**config.mk**
```make
export PLATFORM = sky130hd
export DESIGN_NAME = cap_param_regs
export DESIGN_NICKNAME = d
export VERILOG_FILES = /design/src/inc/cap_params_pkg.sv /design/src/core/port_route_map.sv /design/src/core/cap_param_regs.sv
export SDC_FILE = /design/constraint.sdc
export NUM_CORES = 1
export LEC_CHECK = 0
export BUFFER_PORTS_ARGS = -buffer_cell sky130_fd_sc_hd__buf_2
export CAP_MARGIN = 20
export CORE_AREA = 3 3 70 72
export DETAILED_ROUTE_END_ITERATION = 16
export DIE_AREA = 0 0 73 75
export PLACE_DENSITY = 0.88
export SLEW_MARGIN = 10
export SYNTH_ARGS = -nofsm -noshare
export SYNTH_HDL_FRONTEND = slang
export SYNTH_SLANG_ARGS = --single-unit
export TNS_END_PERCENT = 50
```
**constraint.sdc**
```tcl
create_clock -name sys_clk -period 1.2 [get_ports sys_clk]
set_clock_uncertainty 0.05 [all_clocks]
set_input_delay 0.12 -clock sys_clk [delete_from_list [all_inputs] [get_ports sys_clk]]
set_output_delay 0.12 -clock sys_clk [all_outputs]
set_load 0.1 [all_outputs]
```
**src/inc/cap_params_pkg.sv**
```systemverilog
/*
 * Constants, field layouts and register offsets of the capability parameter bank.
 * Assumes a host function memory window decoded upstream; offsets are byte addresses.
 */
`default_nettype none
package cap_params_pkg;

    // Register byte offsets within the host function memory window
    localparam logic [7:0] STRUCT_PARAMS_OFS = 8'h04;
    localparam logic [7:0] CAP_PARAMS_OFS    = 8'h08;
    localparam logic [7:0] ROUTE_LO_OFS      = 8'h0C;
    localparam logic [7:0] ROUTE_HI_OFS      = 8'h10;
    localparam logic [7:0] HOST_CMD_OFS      = 8'h20;

    // Structural parameter field positions
    localparam int PORT_COUNT_LSB      = 0;
    localparam int PORT_POWER_BIT      = 4;
    localparam int ROUTING_RULE_BIT    = 7;
    localparam int PORTS_PER_COMP_LSB  = 8;
    localparam int COMPANION_COUNT_LSB = 12;

    // Capability parameter field positions
    localparam int WIDE_ADDR_BIT       = 0;
    localparam int PROG_FLIST_BIT      = 1;
    localparam int ISO_THRESH_LSB      = 4;

    // Host command register frame list size field
    localparam int FLS_LSB             = 2;

    // Fixed capability values
    localparam logic [3:0] PORT_COUNT_VAL      = 4'h4;
    localparam logic       PORT_POWER_VAL      = 1'b1;
    localparam logic       ROUTING_RULE_VAL    = 1'b1;
    localparam logic [3:0] PORTS_PER_COMP_VAL  = 4'h2;
    localparam logic [3:0] COMPANION_COUNT_VAL = 4'h2;
    localparam logic [3:0] ISO_THRESH_VAL      = 4'h1;
    localparam logic       PROG_FLIST_VAL      = 1'b1;
    localparam logic       WIDE_ADDR_VAL       = 1'b0;

    // Count never presented as zero
    localparam logic [3:0] PORT_COUNT_SAFE = (PORT_COUNT_VAL == 4'h0) ? 4'h1 : PORT_COUNT_VAL;
    localparam logic [3:0] PPC_SAFE = (PORTS_PER_COMP_VAL == 4'h0) ? 4'h1 : PORTS_PER_COMP_VAL;

    // Explicit route array: element i at bits 4*i+3 .. 4*i
    localparam int          ROUTE_ELEMS   = 15;
    localparam logic [59:0] ROUTE_ARR_VAL = 60'h000_0000_0000_1100;

    // Frame list sizes selected by the frame list size field
    localparam logic [1:0]  FLS_1024     = 2'h0;
    localparam logic [1:0]  FLS_512      = 2'h1;
    localparam logic [1:0]  FLS_256      = 2'h2;
    localparam logic [1:0]  FLS_RESET    = 2'h0;
    localparam logic [10:0] FLIST_1024   = 11'h400;
    localparam logic [10:0] FLIST_512    = 11'h200;
    localparam logic [10:0] FLIST_256    = 11'h100;

    typedef struct packed {
        logic [7:0]  reserved_hi;
        logic [3:0]  debug_port;
        logic [3:0]  reserved_mid;
        logic [3:0]  companion_count;
        logic [3:0]  ports_per_companion;
        logic        routing_rule_select;
        logic [1:0]  reserved_lo;
        logic        port_power_switch_cap;
        logic [3:0]  port_count;
    } structural_parameters_t;

    typedef struct packed {
        logic [23:0] reserved_hi;
        logic [3:0]  iso_sched_threshold;
        logic [1:0]  reserved_lo;
        logic        programmable_frame_list_flag;
        logic        wide_addressing_cap;
    } capability_parameters_t;

    localparam structural_parameters_t STRUCT_RESET = '{
        reserved_hi: 8'h00, debug_port: 4'h0, reserved_mid: 4'h0,
        companion_count: COMPANION_COUNT_VAL, ports_per_companion: PPC_SAFE,
        routing_rule_select: ROUTING_RULE_VAL, reserved_lo: 2'h0,
        port_power_switch_cap: PORT_POWER_VAL, port_count: PORT_COUNT_SAFE};

    localparam capability_parameters_t CAP_RESET = '{
        reserved_hi: 24'h000000, iso_sched_threshold: ISO_THRESH_VAL, reserved_lo: 2'h0,
        programmable_frame_list_flag: PROG_FLIST_VAL, wide_addressing_cap: WIDE_ADDR_VAL};

endpackage
`default_nettype wire

```
**src/core/port_route_map.sv**
```systemverilog
/*
 * Companion owner of one downstream port.
 * Assumes constant port index; routing inputs steady from the register bank.
 */
`timescale 1ns/10ps
`default_nettype none
module port_route_map
    import cap_params_pkg::*;
#(
    parameter int PORT_IDX = 0
) (
    // Routing configuration
    input  wire logic       rule_sel,
    input  wire logic [3:0] route_elem,
    input  wire logic [3:0] port_count,
    // Result
    output logic      [3:0] owner,
    output logic            present
);
    localparam logic [3:0] GROUP_IDX = 4'(PORT_IDX / int'(PPC_SAFE));
    localparam logic [3:0] IDX4      = 4'(PORT_IDX);

    wire logic in_range = IDX4 < port_count;

    assign present = in_range;
    assign owner   = !in_range ? 4'h0 : (rule_sel ? route_elem : GROUP_IDX);
endmodule // port_route_map
`default_nettype wire

```
**src/core/cap_param_regs.sv**
```systemverilog
/*
 * Read-only capability and structural parameter registers of the high-speed host function,
 * with the frame list size field of the host command register and port routing outputs.
 * Assumes a decoded memory target access: one-cycle rd_en/wr_en strobes with byte address.
 * A read in the cycle of a write returns the value held before that write.
 * The reserved frame list size code is dropped on write.
 */
// Functional notes
// - Routing rule 0: consecutive groups of ports-per-companion go to successive companions.
// - Routing rule 1: each port follows its explicit route array element.
// - Structural bit 4 reads 1 with port power switches, 0 without.
// - Port power capability governs behaviour of each port power field.
// - Bits 3..0 give port count; count fixes addressable per-port registers.
// - Port count lies in 1h..Fh; zero never presented.
// - Capability register is 32-bit read-only at offset 08h.
// - Bits 7..4 give isochronous scheduling threshold in micro-frames or whole frame.
// - Without programmable frame list, frame list size bits 3..2 read zero.
// - With programmable frame list, software's shorter size selection is honoured.
// - Bit 0 reports 32-bit (0) or 64-bit (1) pointers.
// - Ports-per-companion in bits 11..8, consistent with port and companion counts.
// - Route array holds fifteen 4-bit companion indexes, one per port.
`timescale 1ns/10ps
`default_nettype none
module cap_param_regs
    import cap_params_pkg::*;
(
    // Clock and reset
    input  wire logic        sys_clk,
    input  wire logic        reset_n,
    // Register access
    input  wire logic        rd_en,
    input  wire logic        wr_en,
    input  wire logic [7:0]  addr,
    input  wire logic [3:0]  byte_en,
    input  wire logic [31:0] wr_data,
    output logic      [31:0] rd_data_r,
    output logic             rd_valid_r,
    // Port side
    output logic      [59:0] port_owner_r,
    output logic      [14:0] port_present_r,
    output logic             port_power_ctrl_r,
    output logic      [1:0]  frame_list_size_r,
    output logic      [10:0] frame_list_entries_r,
    output logic             wide_pointers_r,
    output logic      [3:0]  iso_sched_threshold_r,
    output logic             iso_full_frame_r
);

    ////////////////////////////////////////////////////////////////////////////////
    // Parameter images

    structural_parameters_t struct_r;
    structural_parameters_t struct_nxt;
    capability_parameters_t cap_r;
    capability_parameters_t cap_nxt;
    logic [59:0]            route_r;
    logic [1:0]             fls_r;
    logic [1:0]             fls_nxt;

    always_ff @(posedge sys_clk or negedge reset_n) begin
        if (!reset_n) begin
            struct_r <= STRUCT_RESET;
            cap_r    <= CAP_RESET;
            route_r  <= ROUTE_ARR_VAL;
        end else begin
            struct_r <= struct_nxt;
            cap_r    <= cap_nxt;
            route_r  <= ROUTE_ARR_VAL;
        end
    end

    ////////////////////////////////////////////////////////////////////////////////
    // Image next values, reserved fields held at zero

    always_comb begin
        struct_nxt                       = structural_parameters_t'(32'h00000000);
        struct_nxt.companion_count       = COMPANION_COUNT_VAL;
        struct_nxt.ports_per_companion   = PPC_SAFE;
        struct_nxt.routing_rule_select   = ROUTING_RULE_VAL;
        struct_nxt.port_power_switch_cap = PORT_POWER_VAL;
        struct_nxt.port_count            = PORT_COUNT_SAFE;
    end

    always_comb begin
        cap_nxt                              = capability_parameters_t'(32'h00000000);
        cap_nxt.iso_sched_threshold          = ISO_THRESH_VAL;
        cap_nxt.programmable_frame_list_flag = PROG_FLIST_VAL;
        cap_nxt.wide_addressing_cap          = WIDE_ADDR_VAL;
    end

    ////////////////////////////////////////////////////////////////////////////////
    // Address decode

    wire logic hit_struct = addr == STRUCT_PARAMS_OFS;
    wire logic hit_cap    = addr == CAP_PARAMS_OFS;
    wire logic hit_rt_lo  = addr == ROUTE_LO_OFS;
    wire logic hit_rt_hi  = addr == ROUTE_HI_OFS;
    wire logic hit_cmd    = addr == HOST_CMD_OFS;

    wire logic prog_flist = cap_r.programmable_frame_list_flag;

    ////////////////////////////////////////////////////////////////////////////////
    // Frame list size field

    wire logic [1:0] fls_wr_val = wr_data[FLS_LSB +: 2];
    wire logic       fls_wr_hit = wr_en && hit_cmd && byte_en[0];
    wire logic       fls_wr_ok  = fls_wr_val != 2'h3;
    wire logic       fls_wr     = fls_wr_hit && fls_wr_ok;

    always_comb begin
        fls_nxt = fls_r;
        if (!prog_flist) begin
            fls_nxt = FLS_1024;
        end else if (fls_wr) begin
            fls_nxt = fls_wr_val;
        end
    end

    always_ff @(posedge sys_clk or negedge reset_n) begin
        if (!reset_n) begin
            fls_r <= FLS_RESET;
        end else begin
            fls_r <= fls_nxt;
        end
    end

    wire logic [10:0] flist_entries = (fls_r == FLS_512) ? FLIST_512 :
                                      (fls_r == FLS_256) ? FLIST_256 : FLIST_1024;

    ////////////////////////////////////////////////////////////////////////////////
    // Read data

    wire logic [31:0] struct_word   = 32'(struct_r);
    wire logic [31:0] cap_word      = 32'(cap_r);
    wire logic [31:0] route_lo_word = route_r[31:0];
    wire logic [31:0] route_hi_word = {4'h0, route_r[59:32]};
    wire logic [31:0] cmd_word      = {28'h0000000, fls_r, 2'h0};
    wire logic [31:0] rd_select     = hit_struct ? struct_word :
                                      hit_cap    ? cap_word :
                                      hit_rt_lo  ? route_lo_word :
                                      hit_rt_hi  ? route_hi_word :
                                      hit_cmd    ? cmd_word : 32'h00000000;

    ////////////////////////////////////////////////////////////////////////////////
    // Read answer

    always_ff @(posedge sys_clk or negedge reset_n) begin
        if (!reset_n) begin
            rd_data_r  <= 32'h00000000;
            rd_valid_r <= 1'b0;
        end else begin
            rd_data_r  <= rd_en ? rd_select : 32'h00000000;
            rd_valid_r <= rd_en;
        end
    end

    ////////////////////////////////////////////////////////////////////////////////
    // Port routing

    logic [59:0] owner_w;
    logic [14:0] present_w;

    genvar gi;
    generate
        for (gi = 0; gi < ROUTE_ELEMS; gi = gi + 1) begin : g_port
            port_route_map #(
                .PORT_IDX (gi)
            ) u_map (
                .rule_sel   (struct_r.routing_rule_select),
                .route_elem (route_r[4*gi +: 4]),
                .port_count (struct_r.port_count),
                .owner      (owner_w[4*gi +: 4]),
                .present    (present_w[gi])
            );
        end
    endgenerate

    ////////////////////////////////////////////////////////////////////////////////
    // Port side outputs

    always_ff @(posedge sys_clk or negedge reset_n) begin
        if (!reset_n) begin
            port_owner_r      <= 60'h000000000000000;
            port_present_r    <= 15'h0000;
            port_power_ctrl_r <= 1'b0;
        end else begin
            port_owner_r      <= owner_w;
            port_present_r    <= present_w;
            port_power_ctrl_r <= struct_r.port_power_switch_cap;
        end
    end

    ////////////////////////////////////////////////////////////////////////////////
    // Frame list outputs

    always_ff @(posedge sys_clk or negedge reset_n) begin
        if (!reset_n) begin
            frame_list_size_r    <= FLS_RESET;
            frame_list_entries_r <= FLIST_1024;
        end else begin
            frame_list_size_r    <= fls_r;
            frame_list_entries_r <= flist_entries;
        end
    end

    ////////////////////////////////////////////////////////////////////////////////
    // Isochronous and addressing outputs

    always_ff @(posedge sys_clk or negedge reset_n) begin
        if (!reset_n) begin
            wide_pointers_r       <= 1'b0;
            iso_sched_threshold_r <= 4'h0;
            iso_full_frame_r      <= 1'b0;
        end else begin
            wide_pointers_r       <= cap_r.wide_addressing_cap;
            iso_sched_threshold_r <= {1'b0, cap_r.iso_sched_threshold[2:0]};
            iso_full_frame_r      <= cap_r.iso_sched_threshold[3];
        end
    end

endmodule // cap_param_regs
`default_nettype wire

```
# Yosys cells after proc, flatten, opt, wreduce, memory -nomap -nowiden
# Cells that the tools add are included.
# W data, S select, Z words.
[totals]
regBits = 33
in_bits = 48
out_inout_bits = 128
wordCells = 27
[classes]
n_eq_ne = 8
mux = 8
n_reduce_logical = 3
[op_table]
columns = ["op", "count"]
rows = [
  ["$mux W14", 2],
  ["$mux W13", 2],
  ["$mux W11", 2],
  ["$eq A8 B4 Y1 const B", 2],
  ["$eq A8 B3 Y1 const B", 1],
  ["$eq A8 B5 Y1 const B", 1],
  ["$eq A8 B6 Y1 const B", 1],
  ["$mux W4", 2],
  ["$logic_and A1 B1 Y1", 3],
  ["$eq A2 B1 Y1 const B", 1],
  ["$eq A2 B2 Y1 const B", 1],
  ["$ne A2 B2 Y1 const B", 1],
]

# Logic depth before layout (Yosys ltp)
# Gate-level depths: netlist of run 1.
[logic_depth]
ltp_word = 7
ltp_mapped = 3
ltp_nobuf = 3

# Cells and area by module
# Synthesis of run 1 repeated with hierarchy kept, for this count alone.
[hier_totals]
hier_cells = 271
hier_area_um2 = 3449.6
[by_module_without_submodules]
columns = ["mod", "instances", "cells_per_inst", "area_per_inst_um2", "seq_area_each_um2"]
rows = [
  ["cap_param_regs", 1, 158, 2745.1, 2253.4],
  ["port_route_map (g_port[12].u_map ...)", 2, 8, 46.3, 0.0],
  ["port_route_map (g_port[2].u_map ...)", 2, 6, 38.8, 0.0],
  ["port_route_map (g_port[10].u_map)", 1, 10, 70.1, 0.0],
  ["port_route_map (g_port[8].u_map)", 1, 8, 55.1, 0.0],
  ["port_route_map (g_port[4].u_map)", 1, 11, 53.8, 0.0],
  ["port_route_map (g_port[14].u_map)", 1, 10, 50.0, 0.0],
  ["port_route_map (g_port[9].u_map)", 1, 7, 47.5, 0.0],
  ["port_route_map (g_port[1].u_map)", 1, 5, 46.3, 0.0],
  ["port_route_map (g_port[7].u_map)", 1, 7, 46.3, 0.0],
  ["port_route_map (g_port[5].u_map)", 1, 6, 45.0, 0.0],
  ["port_route_map (g_port[13].u_map)", 1, 8, 43.8, 0.0],
  ["port_route_map (g_port[11].u_map)", 1, 8, 40.0, 0.0],
  ["port_route_map (g_port[0].u_map)", 1, 5, 36.3, 0.0],
]

# Worst setup path after synthesis of run 1
# No wires, ideal clock.
[synth_timing]
kind = "reg2out"
start = "register iso_sched_threshold_r[0]"
end = "output iso_sched_threshold_r[0]"
t_arrival_ns = 1.424
required_time_ns = 1.030
slack_ns = -0.394
stages_incl_launch_ff = 2
path_buffers = 1
cell_sequence = "dfrtp_1 buf_4"
[synth_lines]
columns = ["item", "line_no", "source"]
rows = [
  ["from (decl)", "cap_param_regs.sv:45", "output logic [3:0] iso_sched_threshold_r,"],
  ["from (signal assigned)", "cap_param_regs.sv:216", "iso_sched_threshold_r <= {1'b0, cap_r.iso_sched_threshold[2:0]};"],
]
# No word-level cell between the ends.

# Worst setup path after layout of run 1
[layout_timing]
start = "register iso_sched_threshold_r[0]"
end = "output iso_sched_threshold_r[0]"
# No word-level cell between the ends.

==> results.toml, run 1 <==
[global_route]
overflow = 0
antenna_found_initial = 0
grt_max_degree = 16
first_global_vias = 504
track_usage = 0.0598
grt_pass1_wl_mm = 2.36

[floorplan]
dieWidth_um = 73
std_cell_rows = 24
coreArea_um2 = 4350
die_height_um = 75
start_util = 0.328
die_area_um2 = 5480
io_pins = 176

[power_and_ir_drop]
power.total_w = 0.00266
powerDensity_nw_per_um2 = 1620
irDropWorstVdd_mv = 0.478
power.leakage_nw = 0.896

[synthesis]
ys_ff_latch = 15
netlist_top_cells_count = "buf_4 (115), dfrtp_1 (14), inv_1 (3), nor3_1 (3)"
avgSynthCellArea_um2 = 9.21
synth_edf_count = 0
post-synth-top-area-fraction = 0.605
synth.cell_area_um2 = 1430
synth_flop_cell = "dfrtp_1"
synth_warnings = 0
synth_top_area_cell = "buf_4"
synthTopCellsByArea = "buf_4 (60%), dfrtp_1 (25%), dfstp_2 (1.8%)"
yosysMostFrequentCell = "buf_4"
synthCells = 155
synth.distinct_cells = 20
seq_area_frac_synth = 0.264
ys_async_sr_fraction = 1.00

[timing]
tns_ps = -14.9
finalHoldViolations = 0
fin_crit_ps = 1200
rsz0062_at_grt = "yes"
clock.fmax_mhz = 832
period_share = 1.00
setup_viol = 8
report.final.slew_viol_count = 0
setup_ws_ps = -2.16
holdWs_ps = 43.7

[setup_path]
crit_family = "flip-flops"
cp.depth = 1
cp_slowest_cell = "dfrtp_4"
path_buf_inv = 1
cp.required_ps = 1030
crit_arrival_ps = 1030
path_cells = "buf_12"
critPathMaxStageDelay_ps = 580
rrSetupSlack_ps = 290
worst-r2r-cell-count = 2
reg2reg_from = "fls_r[1]"
rr_endpoint = "rd_data_r[3]"
cp-end-kind = "output port"
criticalPathCategory = "flop to output port"
cp_max_fo = 8
startpoint_type = "flop"

[placement]
place_ws_ps = -40.6
gp_congestion = 0.648
dp_hpwl_mm = 1.97
io_buffers = 37

[clocking]
ctsResizeCount = 0
cts_made_buffers = 3
root_buffer = "clkbuf_8"
cts_tree = "done"
clk_latency_ps = 240
post_cts_buffers = 0
clkTransAtPathRegs_ps = 50
htree_levels = 1
cts.path.max_buffers = 2
clock_sinks = 15

[drt]
drtIter0Drc = 4
wirelength_mm = 2.04
routedWlPerCell_um = 8.44
vias = 738
vias_per_cell = 3.06
firstDrtPassIters = 2
antenna_left = 0
drc = 0

[outcome]
outcome = "finished with violations"
violations = "negative setup slack"

[finish]
drive_gt1_frac = 0.254
n_antenna_cell = 0
nFillCells = 445
final_util = 0.376
syn_to_final_growth_pct = 14.6
final_nets = 240

[hold_path]
hp-class = "input port to flop"
hold_depth = 2
hold_end = "rd_data_r[9]"
min_from = "addr[3]"

[flow_run]
drv_cap = 0
-- state kept, by name, summed over array words and instances, names as in the netlist --
name and flops:
iso_sched_threshold_r 1, rd_data_r 6, frame_list_entries_r 3, rd_valid_r 1, frame_list_size_r 2, fls_r 2
-- metrics by stage --
stage / cell area, um^2 / std cells
floorplan: 1820 / 259
global placement: 1570 / 235
detailed placement: 1570 / 235
CTS: 1640 / 241
global route: 1640 / 241
finish: 1640 / 241
-- what timing repair did --
action                     CTS  global route
gates cloned                 0             0
hold endpoints to repair    15             0
setup endpoints to repair    8             8
hold buffers                 2             0
-- layer usage --
| metal | global-route usage | routed length [um] | vias to the layer above |
|---|---|---|---|
| li1 | - | - | 332 |
| met1 | 0.0556 | 492 | 330 |
| met2 | 0.115 | 1210 | 74 |
| met3 | 0.00801 | 302 | 2 |
| met4 | 0.0492 | 33 | 0 |
| met5 | 0 | 0 | - |
-- placed cells by master, fill, tap and decap left out, drive strengths merged --
master,n
conb,106
buf,39
dfrtp,14
clkbuf,4
inv,3
nor3,3
nand3b,2
mux2,2
ha,2
dlygate4sd3,2
nor4,2
nor2,1
nand3,1
nor4b,1
nand2b,1
a21oi,1
and4b,1
nand2,1
nand4,1
xnor2,1
dfstp,1
-- kinds of logic (layout without fill, tap and decap cells) --
group	Yosys count	in the layout	synth area share
other	2	106	0.00526
adders and majority gates	2	2	0.0175
muxes	2	2	0.0158
AOI/OAI and AO/OA	1	1	0.00350
and+or+nand+nor	14	14	0.0754
buffers and inverters	118	48	0.613
xor gates and xnor gates	1	1	0.00614
DFF	15	15	0.264
-- worst max-delay path by stage --
stage / to / slack (ps) / startpoint
floorplan: rd_data_r[13] / -20 / rd_data_r[9]
global placement: fls_r[1] / 4 / addr[7]
detailed placement: rd_data_r[3] / -40 / addr[7]
CTS: port_present_r[3] / -10 / iso_sched_threshold_r[0]
global route: iso_sched_threshold_r[0] / -30 / iso_sched_threshold_r[0]
finish: iso_sched_threshold_r[0] / -2 / iso_sched_threshold_r[0]
-- final cells by class --
cell class,count,area (um^2),area share
inverters,3,11.3,0.00688
flip-flops and latches,15,383,0.234
clock buffers,4,45.0,0.0275
multi-input cells,126,567,0.346
repair buffers,41,566,0.346
well taps,52,65.1,0.0398
-- worst register-to-register path: cells and delay by family, from the launching register on --
kind / cells / cell delay (ps)
buf+inv: 1 / 70
flops: 1 / 390
simple gates: 1 / 290
-- power breakdown --
group / total, W / switching (W) / internal (W)
combinational: 0.00174 / 0.00162 / 0.000111
sequential: 0.000537 / 0.0000187 / 0.000518
clock: 0.000386 / 0.000151 / 0.000234
total: 0.00266 / 0.00179 / 0.000863
Power figures use the tool's default switching activity.
==> inputs of run 2 (changes only) <==
CORE_AREA = 3 3 89 57   (was 3 3 70 72)
DIE_AREA = 0 0 92 60   (was 0 0 73 75)
PLACE_DENSITY = 0.89   (was 0.88)
==> run 2 against run 1 <==
The flow still finishes with violations (negative setup slack); combinational power is essentially flat; clock-buffer cell count down 1; wire length up 9.4%; register-to-register slack worse by 30 ps; sequential cell count unchanged; highest routed layer unchanged; non-clock buffer count is 1 lower.
==> results.toml, run 2 (synthesis gave the netlist of run 1 again) <==
[finish]
final_util = 0.392
final_cells = 248
top_register = "rd_data_r"
most-common-layout-cells = "conb_1 (106), buf_12 (23), buf_2 (14), dfrtp_1 (11)"
top_regs = "rd_data_r x6, frame_list_entries_r x3"
final_common_cell = "conb_1"
drive_gt1_frac = 0.255
final_cell_area_um2 = 1640
n_antenna_cell = 0
final_nets = 239
largest_register_ffs = 6
syn_to_final_growth_pct = 14.9

[global_route]
grt_max_degree = 16
grt_pass1_wl_mm = 2.65
track_usage = 0.0628
antenna_found_initial = 0
overflow = 0
first_global_vias = 555

[setup_path]
rr_endpoint = "fls_r[0]"
cp_slowest_cell = "dfrtp_4"
reg2reg_from = "fls_r[0]"
criticalPathCategory = "flop to output port"
worst-r2r-cell-count = 1
critPathMaxStageDelay_ps = 580
cp.required_ps = 1030
crit_family = "flip-flops"
crit_arrival_ps = 1040
cp-end-kind = "output port"
rrSetupSlack_ps = 260
path_buf_inv = 1
path_cells = "buf_12"
startpoint_type = "flop"
cp_max_fo = 8

[clocking]
cts.path.max_buffers = 2
clkTransAtPathRegs_ps = 60
clock_sinks = 15
root_buffer = "clkbuf_8"
cts_made_buffers = 3
htree_levels = 1
clk_latency_ps = 240
cts_tree = "done"

[timing]
period_share = 1.01
fin_crit_ps = 1210
setup_viol = 8
finalHoldViolations = 0
clock.fmax_mhz = 828
rsz0062_at_grt = "yes"
report.final.slew_viol_count = 0
setup_ws_ps = -8.26

[flow_run]
drv_cap = 0

[power_and_ir_drop]
irDropWorstVdd_mv = 0.614
power.leakage_nw = 0.894
powerDensity_nw_per_um2 = 1630

[floorplan]
std_cell_rows = 18
io_pins = 176
coreArea_um2 = 4190
die_height_um = 60
dieWidth_um = 92
start_util = 0.341
die_area_um2 = 5520

[drt]
drtIter0Drc = 23
antenna_left = 0
wirelength_mm = 2.23
drc = 0
routedWlPerCell_um = 8.98
vias = 721
vias_per_cell = 2.91
firstDrtPassIters = 2

[placement]
place_area_um2 = 1570
placed_cells = 242
dp_hpwl_mm = 2.10
gp_congestion = 0.750
io_buffers = 37

[hold_path]
hold_end = "rd_data_r[4]"
hold_depth = 2
min_from = "addr[5]"
hp-class = "input port to flop"

[outcome]
outcome = "finished with violations"
violations = "negative setup slack"
run 2: cell count changes in the layout (fill, tap and decap cells not counted):
cell      change
clkinv_2      +1
buf_4         -1
clkbuf_1      -1
run 2: final cells by class:
cell class	count	area [um^2]
Multi-Input combinational cell	126	567
Inverter	3	11.3
Tap cell	60	75.1
Fill cell	412	2550
Clock inverter	1	5.00
Timing Repair Buffer	40	558
Clock buffer	3	41.3
Sequential cell	15	383
run 2: timing repair:
action,in CTS,in global routing
setup buffers,0,0
hold buffers,2,0
setup endpoints to repair,8,8
gates cloned,0,0
gates resized for setup,0,0
endpoints found under the hold margin,16,0
run 2: layer usage:
metal	track usage	wire length, um	vias to the layer above
met2	0.123	1400	49
li1	-	-	324
met4	0.0381	25	0
met1	0.0627	588	344
met3	0.0126	208	4
met5	0	0	-
run 2: metrics by stage:
step	hold slack, ps	worst slack (ps)	total power (W)	setup TNS, ps
final	52.8	-8.26	0.00267	-58.5
after global routing	61.8	-28.0	0.00273	-216
after CTS	38.9	-18.3	0.00267	-140
after detailed placement	-18.7	-115	0.00227	-202
after global placement	-25.9	-40.2	0.00226	-78.3
after floorplan	-226	-16.7	0.00241	-40.2
run 2: how the worst max path moves through the flow:
stage	from	end	slack (ps)	cells past startpoint
floorplan	rd_data_r[9]	rd_data_r[13]	-20	1
global placement	addr[7]	fls_r[1]	-40	4
detailed placement	addr[7]	fls_r[0]	-110	4
CTS	iso_sched_threshold_r[0]	port_owner_r[8]	-20	1
global route	iso_sched_threshold_r[0]	port_owner_r[12]	-30	1
finish	iso_sched_threshold_r[0]	port_owner_r[8]	-8	1
run 2: where the power goes:
part	switching (W)	leakage (nW)	internal (W)
Clock	0.000164	0.0255	0.000229
Sequential	0.0000181	0.197	0.000518
Combinational	0.00163	0.671	0.000110
==> inputs of run 3 (changes only) <==
ABC_AREA = 1   (was unset)
CORE_AREA = 3 3 91 58   (was 3 3 89 57)
DIE_AREA = 0 0 94 61   (was 0 0 92 60)
PLACE_DENSITY = 0.87   (was 0.89)
SKIP_LAST_GASP = 1   (was unset)
==> run 3 against run 2 <==
The run still ends with negative setup slack left; highest routed layer is now met3; wire length down 7.6%; sequential share of layout area down 0.61 points; total power down 0.25%; critical endpoint is now port_power_ctrl_r; non-clock buffer count down 1; combinational power about the same; first-iteration DRC count down 65%; utilization down 1.9 points.
==> results.toml, run 3 <==
[finish]
n_antenna_cell = 0
nFillCells = 450
top_register = "rd_data_r"
largest_register_ffs = 6
final_nets = 265
syn_to_final_growth_pct = 14.1
final_util = 0.373
most-common-layout-cells = "conb_1 (106), buf_12 (23), nand2_1 (14), buf_2 (14), nor2_1 (12)"
final_common_cell = "conb_1"
drive_gt1_frac = 0.220
top_regs = "rd_data_r x6, frame_list_entries_r x3"

[drt]
drc = 0
antenna_left = 0
vias = 793
routedWlPerCell_um = 7.43
wirelength_mm = 2.06
drtIter0Drc = 8
firstDrtPassIters = 2
vias_per_cell = 2.86

[timing]
setup_viol = 8
fin_crit_ps = 1200
finalHoldViolations = 0
clock.fmax_mhz = 831
setup_ws_ps = -3.41
report.final.slew_viol_count = 0
rsz0062_at_grt = "yes"
period_share = 1.00
tns_ps = -15.8

[synthesis]
synth_edf_count = 0
synth_top_area_cell = "buf_4"
synth_fa_ha_area_frac = 0.0169
synth_compound_area_frac = 0.0102
synth_xor_area_frac = 0
avgSynthCellArea_um2 = 8.11
synth_flop_cell = "dfrtp_1"
synth-simple-area-share = 0.103
post-synth-top-area-fraction = 0.585
ys_async_sr_fraction = 1.00
synthMuxAreaShare = 0
synth.distinct_cells = 15
synth_top_family_by_area = "buffers and inverters"
synthTopCellsByArea = "buf_4 (58%), dfrtp_1 (24%), nand2_1 (3.6%)"
synthCells = 182
synth_warnings = 0
yosysMostFrequentCell = "buf_4"
ys_ff_latch = 15
synth.cell_area_um2 = 1480
netlist_top_cells_count = "buf_4 (115), dfrtp_1 (14), nand2_1 (14)"
seq_area_frac_synth = 0.255

[power_and_ir_drop]
combPwrFrac = 0.653
net-switching-power_w = 0.00180
p_sw_frac = 0.677
p_seq_frac = 0.201
p_clk_frac = 0.145
power.total_w = 0.00266
power.leakage_nw = 0.943
powerDensity_nw_per_um2 = 1580
p_int_w = 0.000860
irDropWorstVdd_mv = 0.573

[global_route]
first_global_vias = 553
antenna_found_initial = 0
overflow = 0
track_usage = 0.0535
grt_pass1_wl_mm = 2.39
grt_max_degree = 16

[setup_path]
path_buf_inv = 1
cp-endpoint = "port_power_ctrl_r"
cp.required_ps = 1030
cp_max_fo = 8
crit_family = "flip-flops"
startpoint_type = "flop"
worst-r2r-cell-count = 2
reg2reg_from = "fls_r[0]"
crit_arrival_ps = 1030
startpoint = "iso_sched_threshold_r[0]"
critPathMaxStageDelay_ps = 580
path_cells = "buf_12"
cp-end-kind = "output port"
rrSetupSlack_ps = 290
rr_endpoint = "frame_list_entries_r[10]"
cp.depth = 1
cp_slowest_cell = "dfrtp_4"
criticalPathCategory = "flop to output port"

[flow_run]
drv_cap = 0

[clocking]
htree_levels = 1
clk_latency_ps = 240
cts.path.max_buffers = 2
clock_sinks = 15
ctsResizeCount = 0
cts_made_buffers = 3
cts_tree = "done"
root_buffer = "clkbuf_8"
post_cts_buffers = 0
clkTransAtPathRegs_ps = 60

[floorplan]
dieWidth_um = 94
coreArea_um2 = 4520
io_pins = 176
die_height_um = 61
std_cell_rows = 19
die_area_um2 = 5730
start_util = 0.327

[placement]
dp_hpwl_mm = 1.93
gp_congestion = 0.699
io_buffers = 37

[hold_path]
hold_depth = 3
hp-class = "input port to flop"

[outcome]
violations = "negative setup slack"
outcome = "finished with violations"
-- run 3: cell count changes in the layout (fill, tap and decap cells not counted), moves of 2 or more --
cell / before / now
nand3b_1: 2 / 0
mux2_1: 2 / 0
nand3_1: 1 / 5
nand2_1: 1 / 14
inv_1: 3 / 9
a21oi_1: 1 / 3
nor2_1: 1 / 12
nor3_1: 3 / 1
-- run 3: layout make-up --
cell class	instances	area, um^2	area share
flip-flops and latches	15	383	0.227
inverters	10	37.5	0.0223
multi-input cells	146	589	0.350
clock buffers	4	45.0	0.0267
well taps	63	78.8	0.0468
repair buffers	39	551	0.327
-- run 3: cell families after synthesis --
logic type	Yosys count
AO/OA/AOI/OAI	3
flip-flops	15
adder cells (fa/ha/maj)	2
other	2
AND/OR/NAND/NOR	35
buffers and inverters	125
-- run 3: routing by layer --
layer	vias to the layer above	part of all wire	GRT usage
met1	351	0.31	0.0495
met4	0	0	0.0309
met3	0	0.13	0.0173
met5	-	0	0
met2	55	0.57	0.106
li1	387	-	-
-- run 3: power groups by stage --
stage          clock [W]  combinational [W]  sequential (W)
3_3_place_gp           0            0.00172        0.000545
3_5_place_dp           0            0.00172        0.000545
2_1_floorplan          0            0.00182        0.000593
5_1_grt         0.000421            0.00177        0.000538
4_1_cts         0.000401            0.00173        0.000536
6_report        0.000387            0.00174        0.000536
-- run 3: worst min-delay path by stage --
| stage | start | endpoint | slack, ps |
|---|---|---|---|
| 2_1_floorplan | reset_n | fls_r[0] | -230 |
| 3_3_place_gp | reset_n | rd_valid_r | -30 |
| 5_1_grt | wr_data[2] | fls_r[0] | 100 |
| 6_report | wr_data[3] | fls_r[1] | 70 |
| 4_1_cts | wr_data[3] | fls_r[1] | 70 |
| 3_5_place_dp | reset_n | rd_valid_r | -10 |
-- run 3: stage by stage --
stage	setup slack [ps]	cell area [um^2]	hold slack (ps)	cells
finish	-3.41	1680	73.6	277
global route	-30.9	1680	99.8	277
CTS	-12.5	1680	69.8	277
detailed placement	192	1620	-14.1	271
global placement	218	1620	-27.4	271
floorplan	-16.7	1870	-226	286
-- run 3: what timing repair did --
| action | 4_1_cts | 5_1_grt |
|---|---|---|
| setup endpoints to repair | 8 | 8 |
| endpoints found under the hold margin | 15 | 0 |
| hold buffers | 2 | 0 |
